## config.mk

```make
export PLATFORM = sky130hd
export DESIGN_NAME = tio_top
export DESIGN_NICKNAME = d
export VERILOG_FILES = /design/src/inc/tio_pkg.sv /design/src/core/tio_chan.sv /design/src/core/tio_top.sv
export SDC_FILE = /design/constraint.sdc
export NUM_CORES = 1
export LEC_CHECK = 0
export BUFFER_PORTS_ARGS = -buffer_cell sky130_fd_sc_hd__buf_4
export CORE_MARGIN = 2
export CORE_UTILIZATION = 40
export DETAILED_ROUTE_END_ITERATION = 7
export SYNTH_ARGS = -nofsm -noshare
export SYNTH_HDL_FRONTEND = slang
export SYNTH_SLANG_ARGS = --single-unit
```

## constraint.sdc

```tcl
create_clock -name clock -period 2.39 [get_ports clock]
set_input_delay 0.478 -clock clock [delete_from_list [all_inputs] [get_ports clock]]
set_output_delay 0.478 -clock clock [all_outputs]
set_load 0.03 [all_outputs]
```

## src/inc/tio_pkg.sv

```systemverilog
// Constants for the channel 3 B/D capture/compare I/O control block.
// Assumes a single 40 MHz clock and a plain strobe register port.
//
// What this block does
// - Field 0000/0100 disables the pin; 0001 starts low and 0101 starts high, both drive low on a match.
// - Field 0010 starts low and 0110 starts high, both drive the pin high on a compare match.
// - Field 0011 starts low and 0111 starts high, both invert the pin on every compare match.
// - Field 1000 captures the counter on a rising edge of the pin.
// - Field 1001 captures the counter on a falling edge of the pin.
// - Fields 1010 and 1011 capture on both edges of the pin.
// - Fields 11xx capture whenever the channel 4 counter counts up or down.
// - With channel 4 prescale select 000 the cascaded capture makes no capture.
// - While buffer operation for B/D is set the D field is invalid: no capture, no compare output.
package tio_pkg;

  // ----------------------------------------------------------------
  // Register indices
  // ----------------------------------------------------------------
  localparam logic [3:0] TIO_IDX_CTRL_HIGH = 4'h0;
  localparam logic [3:0] TIO_IDX_CTRL_LOW = 4'h1;
  localparam logic [3:0] TIO_IDX_GREG_B = 4'h2;
  localparam logic [3:0] TIO_IDX_GREG_D = 4'h3;
  localparam logic [3:0] TIO_IDX_STATUS = 4'h4;
  localparam logic [3:0] TIO_IDX_MASK = 4'h5;
  localparam logic [3:0] TIO_IDX_MODE = 4'h6;

  // ----------------------------------------------------------------
  // Field positions and widths
  // ----------------------------------------------------------------
  localparam int TIO_FIELD_LSB = 4;
  localparam int TIO_CNT_W = 16;
  localparam int TIO_STAT_B = 0;
  localparam int TIO_STAT_D = 1;
  localparam int TIO_MODE_BFB = 0;

  // ----------------------------------------------------------------
  // Reset values and special codes
  // ----------------------------------------------------------------
  localparam logic [7:0] TIO_CTRL_RST = 8'h00;
  localparam logic [15:0] TIO_GREG_RST = 16'hffff;
  localparam logic [2:0] TIO_PSC_UNDIVIDED = 3'h0;

endpackage : tio_pkg

```

## src/core/tio_chan.sv

```systemverilog
// One general register with its pin: compare output or input capture.
// Assumes counter, match and channel 4 count strobe are synchronous.
`timescale 1ns/10ps
module tio_chan (
  // Clock and reset
  input wire logic clock,
  input wire logic reset_n,
  // Control
  input wire logic [3:0] field,
  input wire logic field_wr,
  input wire logic invalid,
  input wire logic cascade_ok,
  // Timer state
  input wire logic [15:0] count,
  input wire logic [15:0] greg,
  input wire logic ch4_count_tick,
  // Pin
  input wire logic pin_in,
  output logic pin_out,
  output logic pin_oe,
  // Results
  output logic capture,
  output logic match,
  output logic [15:0] cap_value
);

  logic pin_prev_q;
  logic rise;
  logic fall;
  logic out_mode;

  // Edge detect on the sampled pin
  always_ff @(posedge clock or negedge reset_n) begin
    if (!reset_n) begin
      pin_prev_q <= 1'b0;
    end else begin
      pin_prev_q <= pin_in;
    end
  end

  assign rise = pin_in & ~pin_prev_q;
  assign fall = ~pin_in & pin_prev_q;
  assign out_mode = ~field[3] & ~invalid;

  // Capture source selection
  always_comb begin
    capture = 1'b0;
    if (field[3] && !invalid) begin
      if (field[2]) begin
        capture = ch4_count_tick & cascade_ok;
      end else if (field[1]) begin
        capture = rise | fall;
      end else if (field[0]) begin
        capture = fall;
      end else begin
        capture = rise;
      end
    end
  end

  assign match = out_mode && (field[1:0] != 2'b00) && (count == greg);
  assign cap_value = count;

  // Pin level: initial on field write, action on match
  always_ff @(posedge clock or negedge reset_n) begin
    if (!reset_n) begin
      pin_out <= 1'b0;
      pin_oe <= 1'b0;
    end else begin
      pin_oe <= out_mode && (field[1:0] != 2'b00);
      if (field_wr) begin
        pin_out <= field[2];
      end else if (match) begin
        unique case (field[1:0])
          2'b01: pin_out <= 1'b0;
          2'b10: pin_out <= 1'b1;
          2'b11: pin_out <= ~pin_out;
          2'b00: pin_out <= pin_out;
        endcase
      end
    end
  end

endmodule : tio_chan

```

## src/core/tio_top.sv

```systemverilog
// Channel 3 B/D I/O control: registers, two channels, interrupt.
// Assumes inputs synchronous to clock; read data one cycle after strobe.
//
// Our own choices: the address-and-strobe port and the register offsets.
`timescale 1ns/10ps
module tio_top (
  // Clock and reset
  input wire logic clock,
  input wire logic reset_n,
  // Register port
  input wire logic [3:0] addr,
  input wire logic [15:0] wdata,
  input wire logic wr_stb,
  input wire logic rd_stb,
  output logic [15:0] rdata,
  // Timer inputs
  input wire logic [15:0] ch3_count,
  input wire logic ch4_count_tick,
  input wire logic [2:0] ch4_prescale_select,
  // Pins
  input wire logic ch3_pin_b_in,
  output logic ch3_pin_b_out,
  output logic ch3_pin_b_oe,
  input wire logic ch3_pin_d_in,
  output logic ch3_pin_d_out,
  output logic ch3_pin_d_oe,
  // Interrupt
  output logic irq
);

  // ----------------------------------------------------------------
  // Registers
  // ----------------------------------------------------------------
  logic [7:0] ctrl_high_q;
  logic [7:0] ctrl_low_q;
  logic [15:0] greg_b_q;
  logic [15:0] greg_d_q;
  logic [1:0] status_q;
  logic [1:0] mask_q;
  logic mode_bfb_q;
  logic [15:0] rdata_q;
  logic irq_q;
  logic wr_high_q;
  logic wr_low_q;
  logic [1:0] status_d;
  logic [1:0] mask_d;

  logic wr_high;
  logic wr_low;
  logic cap_b, cap_d, match_b, match_d;
  logic [15:0] val_b, val_d;
  logic cascade_ok;
  logic [1:0] events;

  assign wr_high = wr_stb && (addr == tio_pkg::TIO_IDX_CTRL_HIGH);
  assign wr_low = wr_stb && (addr == tio_pkg::TIO_IDX_CTRL_LOW);
  assign cascade_ok = (ch4_prescale_select != tio_pkg::TIO_PSC_UNDIVIDED);

  // Control registers
  always_ff @(posedge clock or negedge reset_n) begin
    if (!reset_n) begin
      ctrl_high_q <= tio_pkg::TIO_CTRL_RST;
      ctrl_low_q <= tio_pkg::TIO_CTRL_RST;
      mask_q <= 2'h0;
      mode_bfb_q <= 1'b0;
    end else if (wr_stb) begin
      if (wr_high) ctrl_high_q <= wdata[7:0];
      if (wr_low) ctrl_low_q <= wdata[7:0];
      if (addr == tio_pkg::TIO_IDX_MASK) mask_q <= wdata[1:0];
      if (addr == tio_pkg::TIO_IDX_MODE) mode_bfb_q <= wdata[tio_pkg::TIO_MODE_BFB];
    end
  end

  // Field write strobes, delayed until the new field is in place
  always_ff @(posedge clock or negedge reset_n) begin
    if (!reset_n) begin
      wr_high_q <= 1'b0;
      wr_low_q <= 1'b0;
    end else begin
      wr_high_q <= wr_high;
      wr_low_q <= wr_low;
    end
  end

  // ----------------------------------------------------------------
  // Channels
  // ----------------------------------------------------------------
  tio_chan u_chan_b (
    .clock(clock),
    .reset_n(reset_n),
    .field(ctrl_high_q[tio_pkg::TIO_FIELD_LSB +: 4]),
    .field_wr(wr_high_q),
    .invalid(1'b0),
    .cascade_ok(cascade_ok),
    .count(ch3_count),
    .greg(greg_b_q),
    .ch4_count_tick(ch4_count_tick),
    .pin_in(ch3_pin_b_in),
    .pin_out(ch3_pin_b_out),
    .pin_oe(ch3_pin_b_oe),
    .capture(cap_b),
    .match(match_b),
    .cap_value(val_b)
  );

  tio_chan u_chan_d (
    .clock(clock),
    .reset_n(reset_n),
    .field(ctrl_low_q[tio_pkg::TIO_FIELD_LSB +: 4]),
    .field_wr(wr_low_q),
    .invalid(mode_bfb_q),
    .cascade_ok(cascade_ok),
    .count(ch3_count),
    .greg(greg_d_q),
    .ch4_count_tick(ch4_count_tick),
    .pin_in(ch3_pin_d_in),
    .pin_out(ch3_pin_d_out),
    .pin_oe(ch3_pin_d_oe),
    .capture(cap_d),
    .match(match_d),
    .cap_value(val_d)
  );

  // General registers: capture wins over software write
  always_ff @(posedge clock or negedge reset_n) begin
    if (!reset_n) begin
      greg_b_q <= tio_pkg::TIO_GREG_RST;
      greg_d_q <= tio_pkg::TIO_GREG_RST;
    end else begin
      if (cap_b) greg_b_q <= val_b;
      else if (wr_stb && addr == tio_pkg::TIO_IDX_GREG_B) greg_b_q <= wdata;
      if (cap_d) greg_d_q <= val_d;
      else if (wr_stb && addr == tio_pkg::TIO_IDX_GREG_D) greg_d_q <= wdata;
    end
  end

  // Sticky status, write one to clear, set wins
  assign events = {cap_d | match_d, cap_b | match_b};
  always_comb begin
    status_d = status_q | events;
    if (wr_stb && addr == tio_pkg::TIO_IDX_STATUS) begin
      status_d = (status_q & ~wdata[1:0]) | events;
    end
  end
  always_ff @(posedge clock or negedge reset_n) begin
    if (!reset_n) begin
      status_q <= 2'h0;
    end else begin
      status_q <= status_d;
    end
  end

  // Interrupt level, aligned with the status and mask being written
  assign mask_d = (wr_stb && addr == tio_pkg::TIO_IDX_MASK) ? wdata[1:0] : mask_q;
  always_ff @(posedge clock or negedge reset_n) begin
    if (!reset_n) begin
      irq_q <= 1'b0;
    end else begin
      irq_q <= |(status_d & mask_d);
    end
  end
  assign irq = irq_q;

  // Read data, one cycle after strobe
  always_ff @(posedge clock or negedge reset_n) begin
    if (!reset_n) begin
      rdata_q <= 16'h0000;
    end else if (rd_stb) begin
      unique case (addr)
        tio_pkg::TIO_IDX_CTRL_HIGH: rdata_q <= {8'h00, ctrl_high_q};
        tio_pkg::TIO_IDX_CTRL_LOW: rdata_q <= {8'h00, ctrl_low_q};
        tio_pkg::TIO_IDX_GREG_B: rdata_q <= greg_b_q;
        tio_pkg::TIO_IDX_GREG_D: rdata_q <= greg_d_q;
        tio_pkg::TIO_IDX_STATUS: rdata_q <= {14'h0000, status_q};
        tio_pkg::TIO_IDX_MASK: rdata_q <= {14'h0000, mask_q};
        tio_pkg::TIO_IDX_MODE: rdata_q <= {15'h0000, mode_bfb_q};
        default: rdata_q <= 16'h0000;
      endcase
    end else begin
      rdata_q <= 16'h0000;
    end
  end
  assign rdata = rdata_q;

endmodule : tio_top

```

==> impl_summary.md <==
Synthesis
The post-synthesis sequential area ratio is 48.8%. The register bit total from synthesis is 78. Yosys mapped a number of flops with a built-in enable equal to 0.

The biggest area consumer among synthesized cells is dfrtp_1. In the post-synthesis netlist, the biggest area contributors are dfrtp_1, dfstp_2, mux2i_1, xor2_1, mux2_1. Among all cell types in the netlist, the one instantiated most often is dfrtp_1. The fraction of synthesized cell area taken by the top area cell type is 28.2%. The commonest cells after synthesis are dfrtp_1, nand2_1, mux2i_1. The cell area that synthesis handed to floorplanning was 4080 sq um. The post-synthesis cell count is 369. The mean cell area of the mapped netlist is 11.1 sq um. Synthesis produced a netlist with a net count of 419. For this run, the leading register cell type out of synthesis is dfrtp_1. The number of warnings reported in the yosys synthesis log is 0. For this run, asynchronously set or reset flops after synthesis account for 100%. The synthesized netlist contains 49 unique library cells.

Clocking
The CTS root buffer is clkbuf_8. The maximum count of clock buffers along a single path is 2. The number of instances resized during post-cts repair is 0. CTS built an H-tree with a depth of 3.

The number of sinks handled by clock tree synthesis is 78. The post-CTS setup repair buffer count is 0. The total CTS buffers is 9. Buffers inserted to repair hold after CTS numbered 0. The clock input transition at the sequential cells of the worst setup and hold paths is 0.08 ns. The CTS tree is done. The clock latency of the later-clocked register in the worst-skew pair is 0.36 ns.

Worst setup path
STA classifies the critical path endpoint as a flip-flop. The startpoint type of the worst setup path is a flip-flop. The maximum net fanout on the critical path is 3. For the worst setup path, the data arrival time is 2.25 ns. The critical path start-end classification is flip-flop to flip-flop. The data required time at the worst endpoint is 2.68 ns.

GRT
The first-pass GRT wire length is 17.3 mm. The initial antenna violation count is 0. The via count of the first global-routing pass is 3,237.

For this run, the total global-route usage over all layers was measured as 20.2%. Entering global routing, the biggest net connects 44 pins. Global routing finished with a remaining overflow of 0.

Placed design
The congestion estimate from routability-driven global placement came to 0.806. The number of placed instances, taps included, is 561. After legalization and detailed placement, the total HPWL measured 7.46 mm. The number of port buffers is 66.

After detailed placement, the total cell area comes to 4720 sq um.

Timing
Subtracting the final worst setup slack from the clock period gives 1.96 ns. The relative max-transition margin is 61.6%. Setup violations remaining at the end of the flow were counted as 0. The transition time at the pin with the least slew margin is 0.574 ns.

The worst path uses 82.0% of the clock period. The final hold slack is 0.0718 ns. The clock arrives with 0.00946 ns of skew. Timing would allow up to 0.510 GHz.

The number of failing hold endpoints at the final stage is 0. The setup TNS after final layout is 0 ns. Setup repair after global routing left no endpoint under its margin. The total count of max-transition violations in the final report is 0.

Detailed routing
After detailed routing, the average wire length per cell comes to 17.9 um. The first-pass iteration count of the detailed router is 5. The post-route antenna net violation count is 0. The routed layout has 3,065 vias. The final layout contains routed wiring with a total length of 10.3 mm.

The number of vias per cell is 5.31. After detailed routing, the number of remaining DRC violations is 0. For this block, the initial DRC count from the detailed router was 160.

Floorplanning
The full die area is 11,000 sq um. The horizontal die dimension is 105 um. Once the floorplan was initialized, standard cells occupied 41.6% of the core. The die extent in y is 105 um. The count of pins on the block boundary is 67. The area of the placeable core is 9820 sq um. The floorplan has 36 rows.

Layout
The area growth from synthesis to layout is 21.3%. Registers take 1990 sq um. The final cell area excluding filler cells is 4950 sq um.

In the final design database the tool counted 489 nets. The multi-input combinational cell area is 1920 sq um. The count of non-filler cells in the finished layout is 577. The final antenna diode count is 0. Of the cells placed in the final design, the portion with a size suffix greater than 1 is 32.2%. After filler insertion, the fill cell instance count of the layout stands at 956.

Power and ir drop
The static leakage is 2.34 nW. The highest ir drop seen on vdd is 0.000474 V. Total power for the finished layout comes to 4.67 mW. The power density normalized to cell area is 944 nW/um^2.

Flow run
The max-capacitance violation count is 0.

Hold path
The path class of the tightest hold or removal check is input port to async pin.

Outcome
The flow ran to the end, and the final reports show no timing, DRC or antenna violations.
==> critical path: stages, from the launching register on <==
cell	delay [ns]
dfstp_2	0.56
xor2_1	0.07
nor4_1	0.48
nand4_1	0.24
o211a_1	0.27
a2bb2o_1	0.28
==> report_power, final <==
part,switching (mW),internal (mW)
logic,0.690,0.589
clock network,0.480,0.631
registers,0.372,1.91
==> cells in the final DEF, fill, tap and decap left out, drive strengths merged, types with 4 or more instances in the layout <==
cell / n
nand2: 40
a21oi: 25
xor2: 30
nor4: 7
dfrtp: 46
nand3b: 4
buf: 76
o21ai: 22
inv: 11
mux2: 16
clkbuf: 14
nor3: 6
ha: 4
mux2i: 34
a22oi: 9
nor2: 29
dfstp: 32
a222oi: 7
==> worst paths after layout <==
check                         startpoint                  end  slack (ns)  cells after the start
setup / recovery             greg_b_q[6]                  irq        0.43                      5
hold / removal                   reset_n  u_chan_d.pin_prev_q        0.07                      1
max in group asynchronous        reset_n         greg_b_q[13]        1.67                      2
min in group clock          ch3_pin_d_in  u_chan_d.pin_prev_q        0.24                      1
setup reg to reg             greg_b_q[6]                  irq        0.43                      5
hold reg to reg            ctrl_low_q[2]        ctrl_low_q[2]        0.49                      1
==> state kept, by name (all words and copies together) (netlist names), 2 cells and up <==
name and count:
ctrl_high_q 8, ctrl_low_q 8, greg_b_q 16, greg_d_q 16, mask_q 2, rdata 16
status_q 2
==> stage by stage <==
stage	utilization, %	setup slack (ns)
floorplan	-	0.571
global placement	48.1	0.301
global route	50.4	0.327
finish	50.4	0.429
detailed placement	48.1	0.307
CTS	50.4	0.440
==> area by class of cell <==
| type | count | share of cell area [%] |
|---|---|---|
| Clock buffer | 14 | 3.92 |
| Clock inverter | 2 | 0.708 |
| Inverter | 11 | 0.834 |
| Multi-Input combinational cell | 263 | 38.9 |
| Sequential cell | 78 | 40.3 |
| Tap cell | 133 | 3.36 |
| Timing Repair Buffer | 76 | 12.0 |
==> routing by layer <==
layer	track usage, %	share of wire [%]	up-vias
met5	0	0	-
met4	6.86	1.5	0
met3	3.12	5.3	11
met2	32.5	47	99
met1	27.9	46	1494
li1	-	-	1461
==> logic make-up (layout without fill, tap and decap cells) <==
family	count (synthesis)	after routing	synth area share (%)
simple gates	100	100	13.6
flops	78	78	48.8
compound gates	76	76	12.1
mux	51	51	13.3
xor+xnor	32	32	6.87
buf+inv	28	103	4.02
fa+ha+maj	4	4	1.23
Note: power is estimated with default switching activity, not from simulation.
